### config.mk
export PLATFORM = sky130hd
export DESIGN_NAME = epcvb_top
export DESIGN_NICKNAME = d
export VERILOG_FILES = /design/src/pkg/epcvb_pkg.sv /design/src/epcvb_prio.sv /design/src/epcvb_top.sv
export SDC_FILE = /design/constraint.sdc
export NUM_CORES = 1
export LEC_CHECK = 0
export ABC_AREA = 0
export BUFFER_PORTS_ARGS = -buffer_cell sky130_fd_sc_hd__clkbuf_2
export CAP_MARGIN = 15
export CELL_PAD_IN_SITES_DETAIL_PLACEMENT = 0
export CELL_PAD_IN_SITES_GLOBAL_PLACEMENT = 1
export CORE_MARGIN = 1
export CORE_UTILIZATION = 38
export DETAILED_ROUTE_END_ITERATION = 12
export GPL_ROUTABILITY_DRIVEN = 0
export PLACE_DENSITY = 0.95
export SLEW_MARGIN = 10
export SYNTH_ARGS = -nofsm -noshare
export SYNTH_HDL_FRONTEND = slang
export SYNTH_HIERARCHICAL = 1
export SYNTH_SLANG_ARGS = --single-unit
### constraint.sdc
create_clock -name aclk -period 5.4 [get_ports aclk]
set_input_delay 1.08 -clock aclk [delete_from_list [all_inputs] [get_ports aclk]]
set_output_delay 1.08 -clock aclk [all_outputs]
set_load 0.02 [all_outputs]
### src/pkg/epcvb_pkg.sv
// constants for the exception pend control and vector base block
// assumes a 32-bit AXI4-Lite register bus and 32 peripheral interrupt lines
package epcvb_pkg;
  // register byte offsets
  localparam logic [7:0] OFS_STATE  = 8'h04;
  localparam logic [7:0] OFS_VBASE  = 8'h08;
  localparam logic [7:0] OFS_EVSTAT = 8'h10;
  localparam logic [7:0] OFS_EVMASK = 8'h14;
  localparam int ADDR_W = 8;
  // exception_control_state field positions
  localparam int BIT_NMI_SET   = 31;
  localparam int BIT_DEF_SET   = 28;
  localparam int BIT_DEF_CLR   = 27;
  localparam int BIT_TICK_SET  = 26;
  localparam int BIT_TICK_CLR  = 25;
  localparam int HPN_LSB       = 12;
  localparam int HPN_W         = 6;
  // vector_table_base keeps bits 31:7 only
  localparam logic [31:0] VBASE_MASK  = 32'hFFFF_FF80;
  localparam logic [31:0] VBASE_RESET = 32'h0000_0000;
  // event status bits
  localparam int EV_NMI  = 0;
  localparam int EV_DEF  = 1;
  localparam int EV_TICK = 2;
  localparam int EV_W    = 3;
  // exception numbers
  localparam logic [5:0] EXC_NONE  = 6'h00;
  localparam logic [5:0] EXC_NMI   = 6'h02;
  localparam logic [5:0] EXC_DEF   = 6'h0E;
  localparam logic [5:0] EXC_TICK  = 6'h0F;
  localparam logic [5:0] EXC_PERIPH_BASE = 6'h10;
  localparam int N_PERIPH = 32;
  // bus responses
  localparam logic [1:0] RESP_OKAY   = 2'h0;
  localparam logic [1:0] RESP_SLVERR = 2'h2;
endpackage

### src/epcvb_prio.sv
// fixed-order selector of the highest pending enabled exception
// assumes pending inputs are already gated by their enables
`timescale 1ns/10ps
`default_nettype none
module epcvb_prio (
  // pending sources
  input  wire logic [epcvb_pkg::N_PERIPH-1:0] periph_pend,
  input  wire logic                           nmi_pend,
  input  wire logic                           tick_pend,
  input  wire logic                           def_pend,
  // result
  output logic [epcvb_pkg::HPN_W-1:0]         number
);
  // lowest peripheral index wins among peripherals
  function automatic logic [5:0] first_set(input logic [epcvb_pkg::N_PERIPH-1:0] v);
    logic [5:0] idx;
    idx = 6'h00;
    for (int i = epcvb_pkg::N_PERIPH - 1; i >= 0; i--) begin
      if (v[i]) begin
        idx = 6'(i);
      end
    end
    return idx;
  endfunction

  wire logic       any_periph;
  wire logic [5:0] periph_num;
  assign any_periph = |periph_pend;
  assign periph_num = epcvb_pkg::EXC_PERIPH_BASE + first_set(periph_pend);

  // no priority registers here, so order is fixed: nmi, peripherals, tick, deferred
  assign number = nmi_pend   ? epcvb_pkg::EXC_NMI :
                  any_periph ? periph_num :
                  tick_pend  ? epcvb_pkg::EXC_TICK :
                  def_pend   ? epcvb_pkg::EXC_DEF : epcvb_pkg::EXC_NONE;
endmodule
`default_nettype wire

### src/epcvb_top.sv
// exception pend control and vector base registers behind an AXI4-Lite slave
// assumes the core pulses exc_entry on handler entry; one clock, sync reset
// Summary of operation
// - writing one sets nmi pending; zero ignored
// - nmi set bit reads current nmi pending
// - nmi pending goes straight to core
// - nmi handler entry clears nmi pending
// - deferred set bit sets, reads pending state
// - deferred exception pends only by software
// - deferred clear bit write-only, one clears
// - tick set bit sets, reads pending state
// - tick clear bit write-only, one clears
// - report highest pending enabled exception number
// - peripheral zero reports as number sixteen
// - vector base holds table offset from zero
// - table offset keeps bits 31 to 7
//
// Added by the designer: register access over AXI4-Lite and the register addresses.
`timescale 1ns/10ps
`default_nettype none
module epcvb_top (
  // clock and reset
  input  wire logic                                aclk,
  input  wire logic                                aresetn,
  // axi4-lite write address
  input  wire logic                                s_axi_awvalid,
  output logic                                     s_axi_awready,
  input  wire logic [epcvb_pkg::ADDR_W-1:0]        s_axi_awaddr,
  input  wire logic [2:0]                          s_axi_awprot,
  // axi4-lite write data
  input  wire logic                                s_axi_wvalid,
  output logic                                     s_axi_wready,
  input  wire logic [31:0]                         s_axi_wdata,
  input  wire logic [3:0]                          s_axi_wstrb,
  // axi4-lite write response
  output logic                                     s_axi_bvalid,
  input  wire logic                                s_axi_bready,
  output logic [1:0]                               s_axi_bresp,
  // axi4-lite read address
  input  wire logic                                s_axi_arvalid,
  output logic                                     s_axi_arready,
  input  wire logic [epcvb_pkg::ADDR_W-1:0]        s_axi_araddr,
  input  wire logic [2:0]                          s_axi_arprot,
  // axi4-lite read data
  output logic                                     s_axi_rvalid,
  input  wire logic                                s_axi_rready,
  output logic [31:0]                              s_axi_rdata,
  output logic [1:0]                               s_axi_rresp,
  // hardware pending sources
  input  wire logic                                nmi_line,
  input  wire logic                                tick_event,
  input  wire logic                                tick_enable,
  input  wire logic [epcvb_pkg::N_PERIPH-1:0]      periph_pend,
  // handler entry from the core
  input  wire logic                                exc_entry,
  input  wire logic [epcvb_pkg::HPN_W-1:0]         exc_entry_num,
  // to the core
  output logic                                     nmi_pending,
  output logic                                     deferred_pending,
  output logic                                     tick_pending,
  output logic [epcvb_pkg::HPN_W-1:0]              highest_pending_number,
  output logic [31:0]                              vector_base,
  // interrupt
  output logic                                     irq
);
  // write channel state
  logic                          awready_r;
  logic                          wready_r;
  logic                          aw_held_r;
  logic                          w_held_r;
  logic [epcvb_pkg::ADDR_W-1:0]  awaddr_r;
  logic [31:0]                   wdata_r;
  logic [3:0]                    wstrb_r;
  logic                          bvalid_r;
  logic [1:0]                    bresp_r;
  // read channel state
  logic                          arready_r;
  logic                          rvalid_r;
  logic [31:0]                   rdata_r;
  logic [1:0]                    rresp_r;
  // block state
  logic                          nmi_r;
  logic                          nmi_line_r;
  logic                          def_r;
  logic                          tick_r;
  logic [31:0]                   vbase_r;
  logic [epcvb_pkg::EV_W-1:0]    evstat_r;
  logic [epcvb_pkg::EV_W-1:0]    evmask_r;
  logic [epcvb_pkg::HPN_W-1:0]   hpn_r;
  logic                          irq_r;

  // handshakes
  wire logic aw_hs;
  wire logic w_hs;
  wire logic b_hs;
  wire logic ar_hs;
  wire logic r_hs;
  wire logic do_wr;
  assign aw_hs = s_axi_awvalid & awready_r;
  assign w_hs  = s_axi_wvalid & wready_r;
  assign b_hs  = bvalid_r & s_axi_bready;
  assign ar_hs = s_axi_arvalid & arready_r;
  assign r_hs  = rvalid_r & s_axi_rready;
  assign do_wr = aw_held_r & w_held_r & ~bvalid_r;

  // write decode
  wire logic wr_state;
  wire logic wr_vbase;
  wire logic wr_evstat;
  wire logic wr_evmask;
  wire logic wr_hit;
  assign wr_state  = do_wr & (awaddr_r == epcvb_pkg::OFS_STATE);
  assign wr_vbase  = do_wr & (awaddr_r == epcvb_pkg::OFS_VBASE);
  assign wr_evstat = do_wr & (awaddr_r == epcvb_pkg::OFS_EVSTAT);
  assign wr_evmask = do_wr & (awaddr_r == epcvb_pkg::OFS_EVMASK);
  assign wr_hit    = (awaddr_r == epcvb_pkg::OFS_STATE) | (awaddr_r == epcvb_pkg::OFS_VBASE) |
                     (awaddr_r == epcvb_pkg::OFS_EVSTAT) | (awaddr_r == epcvb_pkg::OFS_EVMASK);

  // pend controls all sit in the top byte, so they need byte lane 3
  wire logic st_lane;
  wire logic sw_nmi_set;
  wire logic sw_def_set;
  wire logic sw_def_clr;
  wire logic sw_tick_set;
  wire logic sw_tick_clr;
  assign st_lane     = wr_state & wstrb_r[3];
  assign sw_nmi_set  = st_lane & wdata_r[epcvb_pkg::BIT_NMI_SET];
  assign sw_def_set  = st_lane & wdata_r[epcvb_pkg::BIT_DEF_SET];
  assign sw_def_clr  = st_lane & wdata_r[epcvb_pkg::BIT_DEF_CLR];
  assign sw_tick_set = st_lane & wdata_r[epcvb_pkg::BIT_TICK_SET];
  assign sw_tick_clr = st_lane & wdata_r[epcvb_pkg::BIT_TICK_CLR];

  // hardware sources: nmi on rising line edge, tick on its event pulse
  wire logic hw_nmi;
  wire logic entry_nmi;
  wire logic entry_def;
  wire logic entry_tick;
  assign hw_nmi     = nmi_line & ~nmi_line_r;
  assign entry_nmi  = exc_entry & (exc_entry_num == epcvb_pkg::EXC_NMI);
  assign entry_def  = exc_entry & (exc_entry_num == epcvb_pkg::EXC_DEF);
  assign entry_tick = exc_entry & (exc_entry_num == epcvb_pkg::EXC_TICK);

  // pending next values; a set in the same cycle as a clear wins
  wire logic set_nmi;
  wire logic set_def;
  wire logic set_tick;
  wire logic nmi_nxt;
  wire logic def_nxt;
  wire logic tick_nxt;
  assign set_nmi  = sw_nmi_set | hw_nmi;
  assign set_def  = sw_def_set;
  assign set_tick = sw_tick_set | tick_event;
  assign nmi_nxt  = set_nmi | (nmi_r & ~entry_nmi);
  assign def_nxt  = set_def | (def_r & ~(sw_def_clr | entry_def));
  assign tick_nxt = set_tick | (tick_r & ~(sw_tick_clr | entry_tick));

  // vector base with byte lanes, low seven bits never stored
  function automatic logic [31:0] lane_merge(input logic [31:0] old, input logic [31:0] nw,
                                             input logic [3:0] strb);
    logic [31:0] res;
    res = old;
    for (int b = 0; b < 4; b++) begin
      if (strb[b]) begin
        res[b*8 +: 8] = nw[b*8 +: 8];
      end
    end
    return res;
  endfunction

  wire logic [31:0] vbase_nxt;
  assign vbase_nxt = lane_merge(vbase_r, wdata_r, wstrb_r) & epcvb_pkg::VBASE_MASK;

  // event status: sticky, write one clears, new event wins
  wire logic [epcvb_pkg::EV_W-1:0] ev_in;
  wire logic [epcvb_pkg::EV_W-1:0] ev_clr;
  wire logic [epcvb_pkg::EV_W-1:0] evstat_nxt;
  wire logic [epcvb_pkg::EV_W-1:0] evmask_nxt;
  assign ev_in      = {set_tick & ~tick_r, set_def & ~def_r, set_nmi & ~nmi_r};
  assign ev_clr     = wr_evstat & wstrb_r[0] ? wdata_r[epcvb_pkg::EV_W-1:0] : '0;
  assign evstat_nxt = ev_in | (evstat_r & ~ev_clr);
  assign evmask_nxt = wr_evmask & wstrb_r[0] ? wdata_r[epcvb_pkg::EV_W-1:0] : evmask_r;

  // highest pending number from the selector
  wire logic [epcvb_pkg::HPN_W-1:0] hpn_nxt;
  epcvb_prio u_prio (
    .periph_pend (periph_pend),
    .nmi_pend    (nmi_r),
    .tick_pend   (tick_r & tick_enable),
    .def_pend    (def_r),
    .number      (hpn_nxt)
  );

  // read decode; clear bits and reserved bits read zero
  wire logic [31:0] rd_state;
  wire logic [31:0] rd_word;
  wire logic        rd_hit;
  assign rd_state = (32'(nmi_r) << epcvb_pkg::BIT_NMI_SET) |
                    (32'(def_r) << epcvb_pkg::BIT_DEF_SET) |
                    (32'(tick_r) << epcvb_pkg::BIT_TICK_SET) |
                    (32'(hpn_r) << epcvb_pkg::HPN_LSB);
  assign rd_hit   = (s_axi_araddr == epcvb_pkg::OFS_STATE) | (s_axi_araddr == epcvb_pkg::OFS_VBASE) |
                    (s_axi_araddr == epcvb_pkg::OFS_EVSTAT) | (s_axi_araddr == epcvb_pkg::OFS_EVMASK);
  assign rd_word  = (s_axi_araddr == epcvb_pkg::OFS_STATE)  ? rd_state :
                    (s_axi_araddr == epcvb_pkg::OFS_VBASE)  ? vbase_r :
                    (s_axi_araddr == epcvb_pkg::OFS_EVSTAT) ? 32'(evstat_r) :
                    (s_axi_araddr == epcvb_pkg::OFS_EVMASK) ? 32'(evmask_r) : 32'h0000_0000;

  // write address and data are taken independently and held until the response
  always_ff @(posedge aclk) begin
    if (!aresetn) begin
      awready_r <= 1'b1;
      aw_held_r <= 1'b0;
      awaddr_r  <= '0;
    end else if (aw_hs) begin
      awready_r <= 1'b0;
      aw_held_r <= 1'b1;
      awaddr_r  <= s_axi_awaddr;
    end else begin
      if (do_wr) aw_held_r <= 1'b0;
      if (b_hs) awready_r <= 1'b1;
    end
  end

  always_ff @(posedge aclk) begin
    if (!aresetn) begin
      wready_r <= 1'b1;
      w_held_r <= 1'b0;
      wdata_r  <= 32'h0000_0000;
      wstrb_r  <= 4'h0;
    end else if (w_hs) begin
      wready_r <= 1'b0;
      w_held_r <= 1'b1;
      wdata_r  <= s_axi_wdata;
      wstrb_r  <= s_axi_wstrb;
    end else begin
      if (do_wr) w_held_r <= 1'b0;
      if (b_hs) wready_r <= 1'b1;
    end
  end

  always_ff @(posedge aclk) begin
    if (!aresetn) begin
      bvalid_r <= 1'b0;
      bresp_r  <= epcvb_pkg::RESP_OKAY;
    end else if (do_wr) begin
      bvalid_r <= 1'b1;
      bresp_r  <= wr_hit ? epcvb_pkg::RESP_OKAY : epcvb_pkg::RESP_SLVERR;
    end else if (b_hs) begin
      bvalid_r <= 1'b0;
    end
  end

  // read answers one cycle after the address is taken
  always_ff @(posedge aclk) begin
    if (!aresetn) begin
      arready_r <= 1'b1;
      rvalid_r  <= 1'b0;
      rdata_r   <= 32'h0000_0000;
      rresp_r   <= epcvb_pkg::RESP_OKAY;
    end else if (ar_hs) begin
      arready_r <= 1'b0;
      rvalid_r  <= 1'b1;
      rdata_r   <= rd_word;
      rresp_r   <= rd_hit ? epcvb_pkg::RESP_OKAY : epcvb_pkg::RESP_SLVERR;
    end else if (r_hs) begin
      arready_r <= 1'b1;
      rvalid_r  <= 1'b0;
    end
  end

  // pending state and vector base
  always_ff @(posedge aclk) begin
    if (!aresetn) begin
      nmi_r      <= 1'b0;
      nmi_line_r <= 1'b0;
      def_r      <= 1'b0;
      tick_r     <= 1'b0;
      hpn_r      <= epcvb_pkg::EXC_NONE;
    end else begin
      nmi_r      <= nmi_nxt;
      nmi_line_r <= nmi_line;
      def_r      <= def_nxt;
      tick_r     <= tick_nxt;
      hpn_r      <= hpn_nxt;
    end
  end

  always_ff @(posedge aclk) begin
    if (!aresetn) begin
      vbase_r <= epcvb_pkg::VBASE_RESET;
    end else if (wr_vbase) begin
      vbase_r <= vbase_nxt;
    end
  end

  always_ff @(posedge aclk) begin
    if (!aresetn) begin
      evstat_r <= '0;
      evmask_r <= '0;
      irq_r    <= 1'b0;
    end else begin
      evstat_r <= evstat_nxt;
      evmask_r <= evmask_nxt;
      irq_r    <= |(evstat_nxt & evmask_nxt);
    end
  end

  // outputs
  assign s_axi_awready          = awready_r;
  assign s_axi_wready           = wready_r;
  assign s_axi_bvalid           = bvalid_r;
  assign s_axi_bresp            = bresp_r;
  assign s_axi_arready          = arready_r;
  assign s_axi_rvalid           = rvalid_r;
  assign s_axi_rdata            = rdata_r;
  assign s_axi_rresp            = rresp_r;
  assign nmi_pending            = nmi_r;
  assign deferred_pending       = def_r;
  assign tick_pending           = tick_r;
  assign highest_pending_number = hpn_r;
  assign vector_base            = vbase_r;
  assign irq                    = irq_r;
endmodule
`default_nettype wire

==> metrics.txt <==
antenna-violating nets left 0; H-tree levels 4; FF+latch count, synth 119; area of the die 13,800 µm²; Nets 879; Starting Density 39.6%; Global Route Usage Sum 20.7%; top cells by count, synth nand2_1 (154), dfxtp_1 (119), a21oi_1 (89); RR Endpoint vector_base[12]$_SDFFE_PN0P_; Slew Limit Fails 0; Max-slew headroom 51.4%; Synth area leaders dfxtp_1 (47%), nand2_1 (11%), a21oi_1 (8.8%), nor2_1 (3.2%), a22oi_1 (3.1%); Crit path largest cell delay 0.67 ns; worst hold path type reg2reg; mapped cell area 5080 µm²; n_diodes 0; Clk Latency, worst-skew pair 0.41 ns; Die W 118 µm; first-pass GRT wire length 22.7 mm; Reg area 2380 µm²; fillers 1,292; num rows 41; GR Overflow Total 0; Reg2Reg Depth 5; fraction of layout cells with a size suffix above 1 29.7%; Fin Clk Skew 0.00977 ns; adder-cell area share of the yosys netlist 0%; CP Data Arrival Time 2.86 ns; static leakage 2.69 nW; Yosys warning total 6; synthesized area per cell 8.27 µm²; worst hold path depth 2; fin crit share 46.7%; Slew @ Worst Pin 0.729 ns; initial antenna violation count 0; maximum vdd drop 0.193 mV; Min Hold Slack 0.452 ns; drt total wl 14.2 mm; CTS clk-pin slew, worst paths 0.06 ns; EDFF count, synth 0; TritonCTS clock tree built; CTS buffer count 17; via count 4,807; Distinct cells, synth 64; area grow syn2layout 28.3%; drt initial violations 233; type of the worst setup path in2reg; Cell Chain, Critical Path clkbuf_2 -> clkinv_2 -> buf_4 -> a21oi_1; final setup fails 0; Worst setup EP type register; total negative setup slack 0 ns; reg2reg start awaddr_r[7]$_SDFFE_PN0P_; # port buffers 166; Compound-Gate Fraction of Synth Area 20.2%; status completed; Synth top area share 46.9%; r2r setup slk 3.24 ns; slowest CP cell clkinv_2; clock sink total 119; post_cts resized 0; number of remaining DRC errors 0; Post-Synthesis Cells 615; drt first pass iters 4; ys flop type dfxtp_1; clock root buffer master clkbuf_16; Detail Placement HPWL 10.1 mm; largest area contributor in the netlist dfxtp_1; count leader, synth nand2_1; worst setup margin 2.88 ns; vias in the first global route 4,552; largest net degree at the start of global routing 54; RSZ-0062 raised after global routing false; Max Clock Freq 0.396 GHz; Core ar. 12,800 µm²; main combinational cell family by area after synthesis simple AND/OR/NAND/NOR gates; hold endpoint s_axi_rdata[12]$_SDFFE_PN0P_; DIE HEIGHT 118 µm; CP Launch Type input pin; # Post-CTS Setup Buffers 0; CP Max Fanout 53; multi-input logic area 2450 µm²; power density over cell area 334 nW/µm²; Place WS 2.43 ns; WL per Instance 14.8 µm; post-synthesis sequential area ratio 46.9%; simple-gate area share of the yosys netlist 25.8%; fin crit period 2.52 ns; I/O pin count 190; DR vias/cell 5.02; cts hold-fix bufs 0; clk buf depth 2; Max Cap Viol 0; HP Start s_axi_rdata[12]$_SDFFE_PN0P_; FFs w/ async S/R, synth 0%; multiplexer share of the synthesized area 0.984%; final core occ 50.9%; Post-Synth XOR/XNOR Area 0.172%; CP required 5.73 ns; final hold violation count 0
critical path, delay by kind of cell:
| family | cells | cell delay, ns |
|---|---|---|
| AOI/OAI and AO/OA | 1 | 0.21 |
| buffers and inverters | 3 | 1.54 |
cell families after synthesis:
family | after synthesis
buf+inv | 56
other cells | 1
xor+xnor | 1
simple gates | 275
mux | 5
flops | 119
compound gates | 158
layout by cell type (no fill, tap or decap), types with 5 or more instances in the layout:
cell type	netlist	layout
a22oi_1	21	21
nand2_1	154	154
clkinv_4	0	6
nand3_1	5	5
nor4_2	5	5
o21ai_0	9	9
nor4_1	6	6
inv_1	10	10
mux2i_1	5	5
nand2b_1	7	7
clkbuf_2	0	166
a21oi_1	89	89
dfxtp_1	119	119
clkbuf_16	0	17
buf_4	14	5
nand4_1	7	7
conb_1	1	13
and2_1	17	17
nor2_1	43	43
nor3_1	6	6
worst max path at each step:
stage | from | endpoint | slack [ns] | cells past startpoint
2_1_floorplan | s_axi_araddr[5] | s_axi_rdata[31]$_SDFFE_PN0P_ | 2.95 | 7
3_3_place_gp | aresetn | vector_base[18]$_SDFFE_PN0P_ | 2.46 | 4
3_5_place_dp | aresetn | vector_base[20]$_SDFFE_PN0P_ | 2.43 | 4
4_1_cts | aresetn | vector_base[20]$_SDFFE_PN0P_ | 2.86 | 4
5_1_grt | aresetn | vector_base[20]$_SDFFE_PN0P_ | 2.71 | 4
6_report | aresetn | vector_base[20]$_SDFFE_PN0P_ | 2.88 | 4
cell type report:
| cell class | instances | area share [%] |
|---|---|---|
| multi-input combinational | 452 | 37.5 |
| sequential | 119 | 36.5 |
| timing repair buffer | 171 | 13.3 |
| clock buffer | 18 | 6.73 |
| tap | 172 | 3.30 |
| clock inverter | 14 | 1.98 |
| inverter | 11 | 0.652 |
sequential cells by signal, summed over array words and instances, names as in the netlist, 3 cells and up:
name                    flops
wdata_r                    28
vector_base                25
evstat_r                    3
wstrb_r                     4
evmask_r                    3
highest_pending_number      6
awaddr_r                    8
s_axi_rdata                28
per-stage QoR:
stage / std cells / power, mW / instance area (µm²)
global route: 957 / 2.26 / 6520
global placement: 925 / 1.13 / 5960
floorplan: 627 / 1.05 / 5130
detailed placement: 925 / 1.13 / 5960
finish: 957 / 2.18 / 6520
CTS: 957 / 2.19 / 6520
power breakdown:
group / internal, mW / switching [mW] / leakage (nW)
clock: 0.646 / 0.421 / 0.272
sequential: 0.906 / 0.0239 / 0.969
combinational: 0.0676 / 0.114 / 1.45
total: 1.62 / 0.559 / 2.69
per-layer routing:
layer	routed length, µm	vias to the layer above	global-route usage (%)
li1	-	2418	-
met1	6470	2202	26.2
met2	6690	176	34.2
met3	894	11	5.91
met4	115	0	6.01
met5	0	-	0
No activity file was read; power rests on OpenSTA's default activity.
